**src/pkg/node_setup_pkg.sv**
```systemverilog
// Constants and types for the CAN node bit-rate and address setup block
// Operation
// - The rate code runs 0 to 8: 0 is automatic detection, 1 to 8 pick 10, 20, 50, 125, 250, 500, 800 kbps and 1 Mbps.
// - Address and rate code are latched once at start and later changes wait for the next power-up.
// - Addresses 1 to 126 are valid for network operation.
// - Address zero raises an address fault with a flashing error lamp and a fault indication.
// - In automatic mode the node only listens and steps its bit timing until it finds the rate in use.
// - Once the rate is found the node sends one boot-up message with its identifier and then goes pre-operational.
// - During detection the node transmits nothing, not even acknowledgements or error frames.
// - During detection the run and error lamps flicker alternately.
// - A detected rate is never stored and detection restarts at every power-up.
// - The node's rate must equal the network's rate or nothing can be exchanged.
// - Automatic detection exists only from option firmware revision 3102 onward.
// - The default rate code is 6, or 0 on regional variants whatever the drive firmware revision.
// - The default address is 99 on older drive firmware and 0 from revision 1012 on.
// - The communication-reset selection decides whether drive initialization restores defaults.
package node_setup_pkg;
   localparam logic [3:0] RATE_AUTO = 4'h0;
   localparam logic [3:0] RATE_MAX = 4'h8;
   localparam logic [3:0] RATE_DEF_STD = 4'h6;
   localparam logic [3:0] RATE_DEF_REGION = 4'h0;
   localparam logic [6:0] ADDR_MAX = 7'h7e;
   localparam logic [6:0] ADDR_DEF_OLD = 7'h63;
   localparam logic [6:0] ADDR_DEF_NEW = 7'h00;
   localparam logic [15:0] DRV_REV_NEW_ADDR = 16'h03f4;
   localparam logic [15:0] OPT_REV_AUTO = 16'h0c1e;
   // Register offsets
   localparam logic [3:0] REG_CTRL = 4'h0;
   localparam logic [3:0] REG_STAT = 4'h1;
   localparam logic [3:0] REG_IRQ = 4'h2;
   localparam logic [3:0] REG_MASK = 4'h3;
   localparam logic [3:0] REG_PEND = 4'h4;
   localparam int CTRL_RESET_ON_INIT = 0;
   localparam int CTRL_INIT = 1;
   localparam int CTRL_REGION = 2;
   localparam logic [2:0] IRQ_RESET = 3'h0;
   localparam logic [2:0] MASK_RESET = 3'h0;
   // Lamp timing at 40 MHz
   localparam int CLK_HZ = 40000000;
   localparam int FLICKER_MS = 50;
   localparam int FLASH_MS = 250;
   localparam int FLICKER_CYC = CLK_HZ / 1000 * FLICKER_MS;
   localparam int FLASH_CYC = CLK_HZ / 1000 * FLASH_MS;
   localparam int SCAN_US = 20;
   localparam int SCAN_CYC = CLK_HZ / 1000000 * SCAN_US;
   localparam int LOCK_FRAMES = 2;
   typedef enum logic [2:0]
   {
      ST_LATCH = 3'b000,
      ST_DETECT = 3'b001,
      ST_BOOT = 3'b011,
      ST_PREOP = 3'b010,
      ST_FAULT = 3'b110
   } state_type;
endpackage

```
**src/rtl/can_node_setup.sv**
```systemverilog
// CAN node start-up logic: rate selection, detection and address check
`timescale 1ns/10ps
module can_node_setup #(
   parameter int FLICKER_LEN = node_setup_pkg::FLICKER_CYC,
   parameter int FLASH_LEN = node_setup_pkg::FLASH_CYC,
   parameter int SCAN_LEN = node_setup_pkg::SCAN_CYC
)(
   input wire logic ref_clk,
   input wire logic arst_n,
   input wire logic [6:0] node_identifier_setting,
   input wire logic [3:0] link_rate_select,
   input wire logic [15:0] option_fw_rev,
   input wire logic [15:0] drive_fw_rev,
   input wire logic frame_ok,
   input wire logic frame_err,
   input wire logic boot_done,
   input wire logic [3:0] bus_addr,
   input wire logic [31:0] bus_wdata,
   input wire logic bus_wr,
   input wire logic bus_rd,
   output logic [31:0] bus_rdata,
   output logic [3:0] rate_code,
   output logic [3:0] try_rate,
   output logic tx_enable,
   output logic boot_req,
   output logic [6:0] node_id,
   output logic preop,
   output logic run_lamp,
   output logic err_lamp,
   output logic address_fault_indication,
   output logic irq
);
   import node_setup_pkg::*;

   function automatic logic addr_valid(input logic [6:0] a);
      addr_valid = (a != 7'h00) && (a <= ADDR_MAX);
   endfunction

   state_type state_q, state_d;
   logic [6:0] id_q;
   logic [3:0] rate_q, try_q;
   logic [1:0] lock_q;
   logic [31:0] tick_q, scan_q;
   logic flick_q, flash_q;
   logic [2:0] irq_q, mask_q;
   logic comm_reset_q, region_q, pend_q;
   logic [6:0] pend_id_q;
   logic [3:0] pend_rate_q;
   logic [31:0] rdata_q;
   logic tx_q, boot_q, run_q, err_q, fault_q, irq_out_q, preop_q;

   ////////////////////////////////////////////////////////////////////
   wire auto_ok = option_fw_rev >= OPT_REV_AUTO;
   wire [3:0] sel_rate = (link_rate_select == RATE_AUTO && !auto_ok) ?
      RATE_DEF_STD : link_rate_select;
   wire rate_bad = sel_rate > RATE_MAX;
   wire [3:0] fixed_rate = rate_bad ? RATE_DEF_STD : sel_rate;
   wire heard = frame_ok && (state_q == ST_DETECT);
   wire want_auto = (sel_rate == RATE_AUTO);
   wire [6:0] def_id = (drive_fw_rev >= DRV_REV_NEW_ADDR) ?
      ADDR_DEF_NEW : ADDR_DEF_OLD;
   wire [3:0] def_rate = region_q ? RATE_DEF_REGION : RATE_DEF_STD;
   wire id_ok = addr_valid(node_identifier_setting);
   wire tick_end = (tick_q >= 32'(FLICKER_LEN - 1));
   wire flash_end = (scan_q >= 32'(FLASH_LEN - 1)) && (state_q == ST_FAULT);
   wire scan_end = (scan_q >= 32'(SCAN_LEN - 1)) && (state_q == ST_DETECT);
   wire locked = (state_q == ST_DETECT) && frame_ok &&
      (lock_q == 2'(LOCK_FRAMES - 1));
   wire wr_ctrl = bus_wr && bus_addr == REG_CTRL;
   wire wr_irq = bus_wr && bus_addr == REG_IRQ;
   wire wr_mask = bus_wr && bus_addr == REG_MASK;
   wire init_cmd = wr_ctrl && bus_wdata[CTRL_INIT];
   wire [2:0] ev = {locked, state_q == ST_LATCH && !id_ok,
      state_q == ST_BOOT && boot_done};
   wire [2:0] irq_d = (irq_q & ~(wr_irq ? bus_wdata[2:0] : 3'h0)) | ev;
   wire [31:0] rd_mux =
      bus_addr == REG_CTRL ? {29'h0, region_q, 1'b0, comm_reset_q} :
      bus_addr == REG_STAT ? {13'h0, state_q, try_q, rate_q, 1'b0, id_q} :
      bus_addr == REG_IRQ ? {29'h0, irq_q} :
      bus_addr == REG_MASK ? {29'h0, mask_q} :
      bus_addr == REG_PEND ? {20'h0, pend_rate_q, 1'b0, pend_id_q} : 32'h0;

   ////////////////////////////////////////////////////////////////////
   always_comb
   begin
      state_d = state_q;
      case (state_q)
         ST_LATCH:
            if (!id_ok)
               state_d = ST_FAULT;
            else if (want_auto)
               state_d = ST_DETECT;
            else
               state_d = ST_BOOT;
         ST_DETECT:
            if (locked)
               state_d = ST_BOOT;
         ST_BOOT:
            if (boot_done)
               state_d = ST_PREOP;
         ST_PREOP:
            state_d = ST_PREOP;
         ST_FAULT:
            state_d = ST_FAULT;
         default:
            state_d = ST_LATCH;
      endcase
   end

   // Settings are caught only in the latch state after reset
   always_ff @(posedge ref_clk or negedge arst_n)
   begin
      if (!arst_n)
         state_q <= ST_LATCH;
      else
         state_q <= state_d;
   end

   always_ff @(posedge ref_clk or negedge arst_n)
   begin
      if (!arst_n)
      begin
         id_q <= 7'h00;
         rate_q <= RATE_DEF_STD;
      end
      else if (state_q == ST_LATCH)
      begin
         id_q <= node_identifier_setting;
         rate_q <= fixed_rate;
      end
   end

   // Detection scans every fixed rate; found rate lives only in try_q
   always_ff @(posedge ref_clk or negedge arst_n)
   begin
      if (!arst_n)
         try_q <= 4'h1;
      else if (state_q == ST_LATCH)
         try_q <= want_auto ? 4'h1 : fixed_rate;
      else if (scan_end && !frame_ok)
         try_q <= (try_q == RATE_MAX) ? 4'h1 : try_q + 4'h1;
   end

   always_ff @(posedge ref_clk or negedge arst_n)
   begin
      if (!arst_n)
         lock_q <= 2'h0;
      else if (state_q != ST_DETECT || frame_err || scan_end)
         lock_q <= 2'h0;
      else if (frame_ok)
         lock_q <= lock_q + 2'h1;
   end

   always_ff @(posedge ref_clk or negedge arst_n)
   begin
      if (!arst_n)
         scan_q <= 32'h0;
      else if (scan_end || flash_end || heard || state_q == ST_LATCH)
         scan_q <= 32'h0;
      else
         scan_q <= scan_q + 32'h1;
   end

   always_ff @(posedge ref_clk or negedge arst_n)
   begin
      if (!arst_n)
      begin
         tick_q <= 32'h0;
         flick_q <= 1'b0;
         flash_q <= 1'b0;
      end
      else
      begin
         tick_q <= tick_end ? 32'h0 : tick_q + 32'h1;
         flick_q <= flick_q ^ tick_end;
         flash_q <= flash_q ^ flash_end;
      end
   end

   ////////////////////////////////////////////////////////////////////
   // Software settings; new values wait for the next power-up
   always_ff @(posedge ref_clk or negedge arst_n)
   begin
      if (!arst_n)
      begin
         comm_reset_q <= 1'b0;
         region_q <= 1'b0;
         pend_q <= 1'b0;
         pend_id_q <= 7'h00;
         pend_rate_q <= RATE_DEF_STD;
      end
      else
      begin
         if (wr_ctrl)
         begin
            comm_reset_q <= bus_wdata[CTRL_RESET_ON_INIT];
            region_q <= bus_wdata[CTRL_REGION];
         end
         if (state_q == ST_LATCH && !pend_q)
         begin
            pend_id_q <= node_identifier_setting;
            pend_rate_q <= link_rate_select;
         end
         else if (init_cmd && comm_reset_q)
         begin
            pend_q <= 1'b1;
            pend_id_q <= def_id;
            pend_rate_q <= def_rate;
         end
      end
   end

   always_ff @(posedge ref_clk or negedge arst_n)
   begin
      if (!arst_n)
      begin
         irq_q <= IRQ_RESET;
         mask_q <= MASK_RESET;
         irq_out_q <= 1'b0;
         rdata_q <= 32'h0;
      end
      else
      begin
         irq_q <= irq_d;
         if (wr_mask)
            mask_q <= bus_wdata[2:0];
         irq_out_q <= |(irq_d & mask_q);
         rdata_q <= bus_rd ? rd_mux : 32'h0;
      end
   end

   ////////////////////////////////////////////////////////////////////
   always_ff @(posedge ref_clk or negedge arst_n)
   begin
      if (!arst_n)
      begin
         tx_q <= 1'b0;
         boot_q <= 1'b0;
         run_q <= 1'b0;
         err_q <= 1'b0;
         fault_q <= 1'b0;
         preop_q <= 1'b0;
      end
      else
      begin
         tx_q <= state_d == ST_BOOT || state_d == ST_PREOP;
         boot_q <= state_d == ST_BOOT;
         preop_q <= state_d == ST_PREOP;
         fault_q <= state_d == ST_FAULT;
         run_q <= (state_d == ST_DETECT) ? flick_q :
            state_d == ST_PREOP;
         err_q <= (state_d == ST_DETECT) ? !flick_q :
            (state_d == ST_FAULT) ? flash_q : 1'b0;
      end
   end

   assign bus_rdata = rdata_q;
   assign rate_code = rate_q;
   assign try_rate = try_q;
   assign tx_enable = tx_q;
   assign boot_req = boot_q;
   assign node_id = id_q;
   assign preop = preop_q;
   assign run_lamp = run_q;
   assign err_lamp = err_q;
   assign address_fault_indication = fault_q;
   assign irq = irq_out_q;
endmodule

```
**config.mk**
```make
export PLATFORM = sky130hd
export DESIGN_NAME = can_node_setup
export DESIGN_NICKNAME = d
export VERILOG_FILES = /design/src/pkg/node_setup_pkg.sv /design/src/rtl/can_node_setup.sv
export SDC_FILE = /design/constraint.sdc
export NUM_CORES = 1
export LEC_CHECK = 0
export BUFFER_PORTS_ARGS = -buffer_cell sky130_fd_sc_hd__buf_2
export CAP_MARGIN = 20
export CORE_UTILIZATION = 50
export DETAILED_ROUTE_END_ITERATION = 8
export GPL_ROUTABILITY_DRIVEN = 1
export PLACE_DENSITY_LB_ADDON = 0.12
export SLEW_MARGIN = 15
export SYNTH_ARGS = -nofsm -noshare
export SYNTH_HDL_FRONTEND = slang
export SYNTH_SLANG_ARGS = --single-unit
export TNS_END_PERCENT = 20
```
**constraint.sdc**
```tcl
create_clock -name ref_clk -period 2.9 [get_ports ref_clk]
set_input_delay 0.58 -clock ref_clk [delete_from_list [all_inputs] [get_ports ref_clk]]
set_output_delay 0.58 -clock ref_clk [all_outputs]
set_load 0.1 [all_outputs]
```
# [After elaboration in Yosys (flattened, before gate mapping)]
# Index checks and enable logic that the tools add are counted.
# Widths: inputs -> output; s select.
[classes] addsub=4 n_mul=0 div_mod_pow=0 magnitude_cmp=7 eq_ne=15 shifts=0 mux=31 bitwise_logic=7 n_reduce_logical=36
[op_table] op="$add 32x1->32 const B" count=2
[op_table] op="$mux 32" count=2
[op_table] op="$mux 19" count=3
[op_table] op="$mux 12" count=3
[op_table] op="$ge 32x10->1 const B" count=1
[op_table] op="$ge 32x21->1 const B" count=1
[op_table] op="$ge 32x24->1 const B" count=1
[op_table] op="$mux 4" count=8
[op_table] op="$mux 7" count=3
[op_table] op="$ge 16x10->1 const B" count=1
[op_table] op="$ge 16x12->1 const B" count=1
[op_table] op="$logic_and 1x1->1" count=15
[op_table] op="$mux 3" count=5
[op_table] op="$pmux 3 s5" count=1
[op_table] op="$eq 3x2->1 const B" count=4
[op_table] op="$logic_not 4->1" count=3
[op_table] op="$eq 4x2->1 const B" count=2
[op_table] op="$le 7x7->1 const B" count=1
[op_table] op="$reduce_bool 7->1" count=1
[op_table] op="$and 3x3->3" count=2
[op_table] op="$eq 3x1->1 const B" count=2
[op_table] op="$eq 3x3->1 const B" count=2
[op_table] op="$logic_or 1x1->1" count=6
[op_table] op="$mux 2" count=3
[op_table] op="18 further kinds" count=27
[word_totals] reg_bits=132 latch_bits=0 mem_bits_rw=0 rom_bits=0 in_bits=86 n_memories=0

# [Depth between registers and ports, before layout]
# Gate-level depths: netlist (run 1).
[depth] ltp_word=11 mapped_depth=7 depth_no_buf=7

# [Worst setup path after synthesis (run 1)]
# Ideal clock, no wire load.
[synth_timing] kind="register -> register" start="reg try_q[1], in the netlist try_rate[1]" end="reg try_q[2], in the netlist try_rate[2]" setup_ns=0.082 arrival_ns=2.006 required_time_ns=2.818 slack_ns=0.813 stages_incl_launch_ff=7 n_path_buf=0 synth_period_minus_slack_ns=2.087 cell_sequence="dfrtp_1 -> inv_1 -> ha_1 -> nand2_1 -> nor2_1 -> or4_1 -> a31oi_1"
[synth_via] elab_chain_cells=4 elab_cells_between_ends=5 cone_classes="add/sub (1); eq/ne (1); mux (3)"
[synth_rtl] item="from (decl)" line_no="can_node_setup.sv:41" source="logic [3:0] rate_q, try_q;"
[synth_rtl] item="from (signal assigned)" line_no="can_node_setup.sv:139" source="try_q <= want_auto ? 4'h1 : fixed_rate;"
[synth_rtl] item="from (signal assigned)" line_no="can_node_setup.sv:141" source="try_q <= (try_q == RATE_MAX) ? 4'h1 : try_q + 4'h1;"
[synth_rtl] item="$add 4x1->4 or $eq 4x4->1 (tied branches)" line_no="can_node_setup.sv:141"
[synth_rtl] item="$mux 4 *" line_no="can_node_setup.sv:141"
[synth_rtl] item="$mux 4 *" line_no="can_node_setup.sv:140" source="else if (scan_end && !frame_ok)"
[synth_rtl] item="$mux 4 *" line_no="can_node_setup.sv:138" source="else if (state_q == ST_LATCH)"
# Mark *: on every way between the ends. The rest lies on a longest branch, timed or not. The select of a mux whose other input is x is not followed.
# A chain may end at the register's enable or synchronous reset.

# [Worst setup path in the final report (run 1)]
[layout_timing] start="reg scan_q[27]" end="reg try_q[0], in the netlist try_rate[0]"
[layout_via] elab_chain_cells=4
[layout_rtl] item="from (decl)" line_no="can_node_setup.sv:43" source="logic [31:0] tick_q, scan_q;"
[layout_rtl] item="from (signal assigned)" line_no="can_node_setup.sv:161" source="scan_q <= scan_q + 32'h1;"
[layout_rtl] item="$ge 32x10->1" line_no="can_node_setup.sv:66" source="wire scan_end = (scan_q >= 32'(SCAN_LEN - 1)) && (state_q == ST_DETECT);"
[layout_rtl] item="$logic_and 1x1->1" line_no="can_node_setup.sv:66"
[layout_rtl] item="$logic_and 1x1->1" line_no="can_node_setup.sv:140"
[layout_rtl] item="$reduce_bool 2->1 (no source line)"
# Every way passes these cells.

==> impl_metrics.toml, run 1 <==
[floorplan]
ios = 140
die_y_um = 113
die_area_um2 = 12800
dieWidth_um = 113
num_rows = 40
core_um2 = 12100
initial_core_util = 0.514

[timing]
fin_ws_ps = 646
slew_viol_final = 0
hold_viol_final = 0
setup_violations = 0
timing.fmax_ghz = 0.444
tightest_slew_ps = 715
final.period_utilization = 0.777
setup_tns_ps = 0
grt_setup_unrepaired = "no"
finClkSkew_ps = 8.68
fin_crit_ps = 2250
slew_headroom = 0.511

[synthesis]
synth_top_area_frac = 0.509
synth_area_um2 = 6200
seq_area_frac_synth = 0.530
synth.cells.most_frequent = "dfrtp_1 (126), nor2_1 (98), nand2_1 (66)"
synthArstFlopShare = 1.00
synth_cells = 627
avgSynthCellArea_um2 = 9.88
synth_edf_count = 0
synth.ff_latch_count = 131
yosys_warnings = 0
synth_ff_type = "dfrtp_1"
synth.area.top_cells = "dfrtp_1 (51%), nor2_1 (5.9%), xor2_1 (4.2%)"
yosysTopAreaCell = "dfrtp_1"
synthDistinctLibCells = 63
yosysMostFrequentCell = "dfrtp_1"

[global_route]
use_met3 = 0.0611
antenna_found_initial = 1
use_met1 = 0.313
grt_max_degree = 60
grt_use_met2 = 0.344
busiest_layer = "met2"
track_usage = 0.227
gr-total-overflow = 0
grt_pass1_vias = 4729
grt_pass1_wl_mm = 22.6

[cts]
cts_hold_buffers = 0
clock-sinks = 131
cts.path.max_buffers = 2
htreeDepth = 4
cts_resized = 0
cts_buffers = 17
post-cts-setup-buffers = 0
clockRootBuffer = "clkbuf_16"
path_clk_slew_ps = 50
cts_tree = "done"
clk-insertion-delay-late_ps = 410

[place]
globalplace.congestion = 0.878
dp_hpwl_mm = 9.46
dp_slack_ps = 478
io_buffers = 93

[setup_path]
path_class = "flip-flop to flip-flop"
cp-start-kind = "flip-flop"
crit_fanout = 8
arrival_ps = 2560
cp.required_ps = 3210
rr_worst_depth = 5
cp-startpoint = "scan_q[27]$_DFF_PN0_"
reg2reg_slack_ps = 650
worstSetupEndpointType = "flip-flop"
r2r-start = "scan_q[27]$_DFF_PN0_"
critPathCapture = "try_rate[0]$_DFFE_PN1P_"
rr_endpoint = "try_rate[0]$_DFFE_PN1P_"

[pwr]
p_per_area_nw_per_um2 = 893
p_leak_uw = 0.00347
ir_drop_v = 0.000687

[cells_and_area]
num-fill-cells = 1026
area_delta_synth_final_pct = 20.1
layout-drive-gt1-share = 0.218
multi_input_area_um2 = 2760
ff_latch_area_um2 = 3280
nets = 829

[route]
ant_nets = 0
routed_via_density = 5.33
dr_total_vias = 4899
wl_per_cell_um = 14.4
wirelength_mm = 13.3
drt-initial-drc-count = 297
firstDrtPassIters = 6
remaining_drc_errors = 0

[run_status]
status = "complete, no violations"

[flow_run]
cap_viol_max_count = 0

[worst_hold_path]
hold_path_class = "input port to asynchronous set/reset pin"
## layout make-up
class,instances,share of cell area
sequential,131,0.441
multi-input combinational,472,0.370
timing repair buffer,103,0.0746
clock buffer,21,0.0645
tap,168,0.0282
clock inverter,11,0.0145
inverter,13,0.00655
antenna,1,0.000336
## per-layer routing
layer  wire [um]  share of wire
met1        6340           0.48
met2        5960           0.45
met3         777          0.059
met4         209          0.016
met5           0              0
## worst max-delay path, stage by stage, from the launching register on
cell	delay (ps)
dfrtp_1	430
nor4_2	430
nand3_1	250
o31ai_2	660
nor3_1	120
a221oi_1	260
## cells in the final DEF, fill, tap and decap left out, drive strengths merged, types with 9 or more instances in the layout
master	Yosys	final
inv	13	13
xnor2	20	20
a22oi	9	9
dfrtp	126	126
nor3	15	15
nand4	19	19
nor4	14	14
o21ai	26	26
conb	1	25
clkbuf	15	21
nand2	66	66
and4	9	9
and3	14	14
nor2	99	99
nand3	29	29
a21oi	20	20
xor2	30	30
buf	20	103
## per-stage QoR
stage                     hold WS, ps  total power [uW]   util  cell area (um^2)  std cells
after floorplan                   284              4120      -              6290        651
after global placement            461              4540  0.568              6860        887
after detailed placement          471              4580  0.568              6860        887
after CTS                         191              6700  0.617              7440        919
after global routing              221              6980  0.617              7440        919
final                             169              6650  0.617              7450        920
## state kept, by name (all words and copies together) (netlist names), 2 cells and up
signal       flops
state_q          3
scan_q          32
node_id          7
rate_code        4
pend_rate_q      4
bus_rdata       18
irq_q            3
try_rate         4
lock_q           2
mask_q           3
pend_id_q        7
tick_q          32
## worst min-delay path by stage
stage,start,to
6_report,arst_n,bus_rdata[0]$_DFF_PN0_
5_1_grt,arst_n,node_id[1]$_DFFE_PN0N_
4_1_cts,arst_n,bus_rdata[0]$_DFF_PN0_
3_5_place_dp,flash_q$_DFF_PN0_,flash_q$_DFF_PN0_
3_3_place_gp,pend_q$_DFFE_PN0P_,pend_q$_DFFE_PN0P_
2_1_floorplan,arst_n,address_fault_indication$_DFF_PN0_
## power breakdown
part	total, uW	switching, uW	internal, uW
Clock	2090	748	1340
Sequential	2410	261	2150
Combinational	2140	1690	453
## cell families after synthesis
family                   count (synthesis)  synth area share
other                                    1          0.000605
buffers and inverters                   48            0.0398
multiplexers                             6            0.0107
flip-flops                             131             0.530
AO/OA/AOI/OAI                           85            0.0969
adder cells (fa/ha/maj)                  5            0.0101
XOR/XNOR                                50            0.0707
AND/OR/NAND/NOR                        301             0.241
No activity file was read; power rests on OpenSTA's default activity.
==> run 2, diff against run 1 <==
ABC_AREA = 1   (was not set)
clock period = 1.9 ns   (was 2.9 ns; I/O delays follow)
==> run 2 against run 1 <==
Compared with the run above:
- clock skew down 2.2 ps
- sequential cell count did not move
- synthesized area increased by 7.8%
- worst setup slack got worse by 570 ps
- power is 0.62% lower
- routed wire length rose by 11%
- register-to-register slack worse by 530 ps
- first-iteration DRC count increased by 21%
- critical endpoint is now try_rate[0]
- largest power group is now clock
==> impl_metrics.toml, run 2 <==
[global_route]
track_usage = 0.228
antenna_found_initial = 0
grt_pass1_wl_mm = 25.1
grt_max_degree = 47
grt_pass1_vias = 5374
gr-total-overflow = 0

[route]
met1_length_mm = 6.91
wirelength_mm = 14.8
drt-initial-drc-count = 360
wl_per_cell_um = 12.8
firstDrtPassIters = 5
dr_wl_met2_mm = 6.93
ant_nets = 0
wl_met3_um = 750
routed_via_density = 4.89
dr_total_vias = 5661
top_layer = "met4"
remaining_drc_errors = 0

[cells_and_area]
area_delta_synth_final_pct = 22.0
multi_input_area_um2 = 2940
nets = 1065
layout_commonest_cell = "nand2_1"
num-fill-cells = 1118
final_cell_mix = "nand2_1 (211), dfrtp_1 (126), nor2_1 (111)"
antennaDiodeCount = 0
layout-drive-gt1-share = 0.209
ff_latch_area_um2 = 3280

[floorplan]
core_um2 = 12800
die_y_um = 118
num_rows = 41
die_area_um2 = 13800
dieWidth_um = 118
ios = 140
initial_core_util = 0.521

[cts]
cts_tree = "done"
clockRootBuffer = "clkbuf_16"
cts_buffers = 17
clk-insertion-delay-late_ps = 420
path_clk_slew_ps = 60
cts.path.max_buffers = 2
htreeDepth = 4
clock-sinks = 131

[place]
io_buffers = 93
dp_slack_ps = 102
dp_hpwl_mm = 11.0
globalplace.congestion = 0.905

[setup_path]
arrival_ps = 1450
cp-startpoint = "try_rate[0]$_DFFE_PN1P_"
crit_family = "flip-flops"
path_class = "flip-flop to primary output"
slowest_delay_ps = 590
crit_buf_inv = 1
cp.required_ps = 1520
cp-start-kind = "flip-flop"
r2r-start = "scan_q[1]$_DFF_PN0_"
worstSetupEndpointType = "primary output"
cp_cell_sequence = "buf_2"
cp_slowest_cell = "dfstp_2"
crit_fanout = 6

[synthesis]
synth_area_um2 = 6680
synth_top_area_frac = 0.472
synth_edf_count = 0
synthDistinctLibCells = 39
yosys_warnings = 0
synth.area.top_cells = "dfrtp_1 (47%), nand2_1 (12%), nor2_1 (6.3%)"
synth_cells = 835
synthArstFlopShare = 1.00
yosysMostFrequentCell = "nand2_1"
avgSynthCellArea_um2 = 8.00
synth.ff_latch_count = 131
synth_ff_type = "dfrtp_1"
yosysTopAreaCell = "dfrtp_1"
synth.cells.most_frequent = "nand2_1 (211), dfrtp_1 (126), nor2_1 (112)"
seq_area_frac_synth = 0.492

[timing]
setup_tns_ps = 0
fin_ws_ps = 72.3
grt_setup_unrepaired = "no"
finClkSkew_ps = 6.47
timing.fmax_ghz = 0.547
final.period_utilization = 0.962
setup_violations = 0
fin_crit_ps = 1830
hold_viol_final = 0
slew_viol_final = 0

[pwr]
p_per_area_nw_per_um2 = 810
ir_drop_v = 0.00105
p_leak_uw = 0.00396

[worst_hold_path]
hold_path.startpoint = "bus_wdata[2]"
hold_path_class = "input port to flip-flop"

[flow_run]
cap_viol_max_count = 0

[run_status]
status = "complete, no violations"
[run 2: cell types whose count changed in the layout (fill, tap and decap cells not counted), moves of 10 or more]
cell     delta
nand2_1   +145
nor2_2     +21
and3_1     -14
nor2_1     +13
o21ai_0    +15
nand3_1    +27
inv_1      +75
nor3_1     +10
xnor2_1    -11
[run 2: per-layer routing]
| layer | up-vias | global-route usage |
|---|---|---|
| met2 | 144 | 0.361 |
| met1 | 2609 | 0.305 |
| met4 | 0 | 0.0737 |
| li1 | 2888 | - |
| met5 | - | 0 |
| met3 | 20 | 0.0601 |
[run 2: worst reg2reg max path, stage by stage, from the launching register on]
cell and delay, ps:
dfrtp_1 360, ha_1 230, nand2_2 90, nor2_4 100, nand3_2 70, nand2_1 70
nand2_1 70, nand2_1 80, nand2_1 60, nand2_2 70, nand2_2 70, nand2_4 190
buf_12 170, nor2_2 40
[run 2: layout make-up]
type | instances | area share
Inverter | 98 | 0.0451
Clock inverter | 8 | 0.0123
Sequential cell | 131 | 0.403
Clock buffer | 23 | 0.0611
Multi-Input combinational cell | 607 | 0.361
Tap cell | 172 | 0.0264
Timing Repair Buffer | 119 | 0.0913
[run 2: stage by stage]
step / area [um^2] / power [uW] / utilization / instances / hold WS (ps)
after global routing: 8150 / 6830 / 0.636 / 1158 / 232
final: 8150 / 6610 / 0.636 / 1158 / 218
after global placement: 7510 / 3400 / 0.586 / 1122 / 284
after detailed placement: 7510 / 3410 / 0.586 / 1122 / 284
after floorplan: 6770 / 3250 / - / 859 / 84.4
after CTS: 8120 / 6680 / 0.633 / 1154 / 196
[run 2: worst paths after layout]
path	depth (start not counted)	slack, ps	to
hold / removal	3	220	region_q$_DFFE_PN0P_
max in group asynchronous	3	910	rate_code[2]$_DFFE_PN1N_
hold reg to reg	2	480	pend_rate_q[3]$_DFFE_PN0P_
setup / recovery	1	70	try_rate[0]
setup reg to reg	13	120	scan_q[2]$_DFF_PN0_
min in group asynchronous	2	420	tick_q[6]$_DFF_PN0_
[run 2: cell families after synthesis]
kind of cell             Yosys count  synth area share
AND/OR/NAND/NOR                  468             0.309
flip-flops                       131             0.492
buffers and inverters            121            0.0818
AO/OA/AOI/OAI                     71            0.0577
XOR/XNOR                          38            0.0498
adder cells (fa/ha/maj)            5           0.00936
other                              1          0.000561
[run 2: repair_timing]
| action | 4_1_cts | 5_1_grt |
|---|---|---|
| resized for setup | 0 | 1 |
| hold buffers | 1 | 0 |
| endpoints found under the setup margin | 0 | 2 |
| setup buffers | 0 | 4 |
| hold endpoints to repair | 29 | 0 |
[run 2: power by group]
part	internal [uW]	switching (uW)	total [uW]
clock	2090	1150	3250
combinational	105	364	469
sequential	2860	31.5	2890
==> run 3, diff against run 2 <==
PLACE_DENSITY = 0.79   (was not set)
PLACE_DENSITY_LB_ADDON = not set   (was 0.12)
==> run 3 against run 2 <==
Compared with the run above:
- final area down 2.0%
- power fell by 4.1%
- non-clock buffer count is 10 lower
- sequential cell count unchanged
- die area unchanged
- final cell count down 0.78%
- first-iteration DRC count is 27% higher
- hold slack improved by 24 ps
- global-route usage hardly changed
- combinational power is essentially flat
- largest power group unchanged
- clock power shrank 8.9%
- sequential share of layout area increased by 0.82 points
==> impl_metrics.toml, run 3 (synthesis gave the netlist of run 2 again) <==
[cts]
cts_buffers = 17
clockRootBuffer = "clkbuf_16"
cts_tree = "done"
clock-sinks = 131
htreeDepth = 4
clk-insertion-delay-late_ps = 410
path_clk_slew_ps = 50
cts.path.max_buffers = 2

[floorplan]
die_y_um = 118
core_um2 = 12800
initial_core_util = 0.521
dieWidth_um = 118
die_area_um2 = 13800
ios = 140
num_rows = 41

[cells_and_area]
layout-drive-gt1-share = 0.199
final_cell_mix = "nand2_1 (211), dfrtp_1 (126), nor2_1 (112)"
nets = 1055
area_delta_synth_final_pct = 19.6
layout_commonest_cell = "nand2_1"
antennaDiodeCount = 0

[flow_run]
cap_viol_max_count = 0

[timing]
slew_viol_final = 0
final.period_utilization = 0.957
fin_crit_ps = 1820
finClkSkew_ps = 5.48
grt_setup_unrepaired = "no"
timing.fmax_ghz = 0.550
hold_viol_final = 0
fin_ws_ps = 82.6
setup_violations = 0
setup_tns_ps = 0

[route]
drt-initial-drc-count = 457
routed_via_density = 5.01
dr_total_vias = 5760
wl_per_cell_um = 12.9
firstDrtPassIters = 6
remaining_drc_errors = 0
wirelength_mm = 14.8
ant_nets = 0

[setup_path]
cp.required_ps = 1520
path_class = "flip-flop to primary output"
crit_family = "flip-flops"
arrival_ps = 1440
cp_slowest_cell = "dfstp_2"
worstSetupEndpointType = "primary output"
cp_cell_sequence = "buf_2"
crit_buf_inv = 1
cp-start-kind = "flip-flop"
crit_fanout = 6
slowest_delay_ps = 580

[place]
dp_slack_ps = 139
dp_hpwl_mm = 11.1
io_buffers = 93
globalplace.congestion = 0.898

[global_route]
antenna_found_initial = 0
gr-total-overflow = 0
grt_pass1_wl_mm = 25.3
grt_pass1_vias = 5522
track_usage = 0.228
grt_max_degree = 43

[pwr]
p_per_area_nw_per_um2 = 792
ir_drop_v = 0.000625
p_leak_uw = 0.00386

[run_status]
status = "complete, no violations"

[worst_hold_path]
hold_path_class = "input port to flip-flop"
-- run 3: cell count changes in the layout (fill, tap and decap cells not counted), sizes merged --
cell	previous run	this run
clkinv	7	9
bufinv	2	1
clkinvlp	1	3
clkbuf	23	21
buf	118	108
-- run 3: repair_timing --
action	in CTS	in global routing
endpoints found under the hold margin	28	0
hold buffers	1	0
resized for setup	0	0
setup buffers	0	0
-- run 3: final timing paths --
path                            slack (ps)                        to  cells past startpoint                  startpoint
min in group asynchronous              420       tick_q[8]$_DFF_PN0_                      2                      arst_n
max in group asynchronous              870      region_q$_DFFE_PN0P_                      3                      arst_n
worst min-delay path                   240    node_id[0]$_DFFE_PN0N_                      3  node_identifier_setting[0]
worst max-delay path                    80               try_rate[0]                      1     try_rate[0]$_DFFE_PN1P_
worst min register to register         480  rate_code[1]$_DFFE_PN1N_                      2    rate_code[1]$_DFFE_PN1N_
worst max register to register         160      scan_q[22]$_DFF_PN0_                     13         scan_q[1]$_DFF_PN0_
-- run 3: through the flow --
| stage | util | cells | instance area [um^2] | total power [uW] | hold slack (ps) |
|---|---|---|---|---|---|
| floorplan | - | 859 | 6770 | 3250 | 84.4 |
| global placement | 0.580 | 1116 | 7440 | 3410 | 284 |
| detailed placement | 0.580 | 1116 | 7440 | 3410 | 287 |
| CTS | 0.623 | 1149 | 7990 | 6370 | 226 |
| global route | 0.623 | 1149 | 7990 | 6550 | 245 |
| finish | 0.623 | 1149 | 7990 | 6330 | 242 |
-- run 3: layer usage --
| layer | vias to the layer above | track usage | part of all wire |
|---|---|---|---|
| li1 | 2869 | - | - |
| met4 | 0 | 0.0849 | 0.022 |
| met5 | - | 0 | 0 |
| met2 | 169 | 0.372 | 0.48 |
| met3 | 31 | 0.0489 | 0.049 |
| met1 | 2691 | 0.300 | 0.45 |
-- run 3: layout make-up --
type,count,area [um^2]
clock buffer,21,450
clock inverter,11,87.6
fill,1086,4830
inverter,98,368
multi-input combinational,607,2940
sequential,131,3280
tap,172,215
timing repair buffer,109,644
-- run 3: report_power, final --
part / internal [uW] / switching (uW) / total, uW / leakage (uW)
logic: 104 / 368 / 472 / 0.00194
registers: 2860 / 37.6 / 2900 / 0.00166
clock network: 1810 / 1150 / 2960 / 0.000262
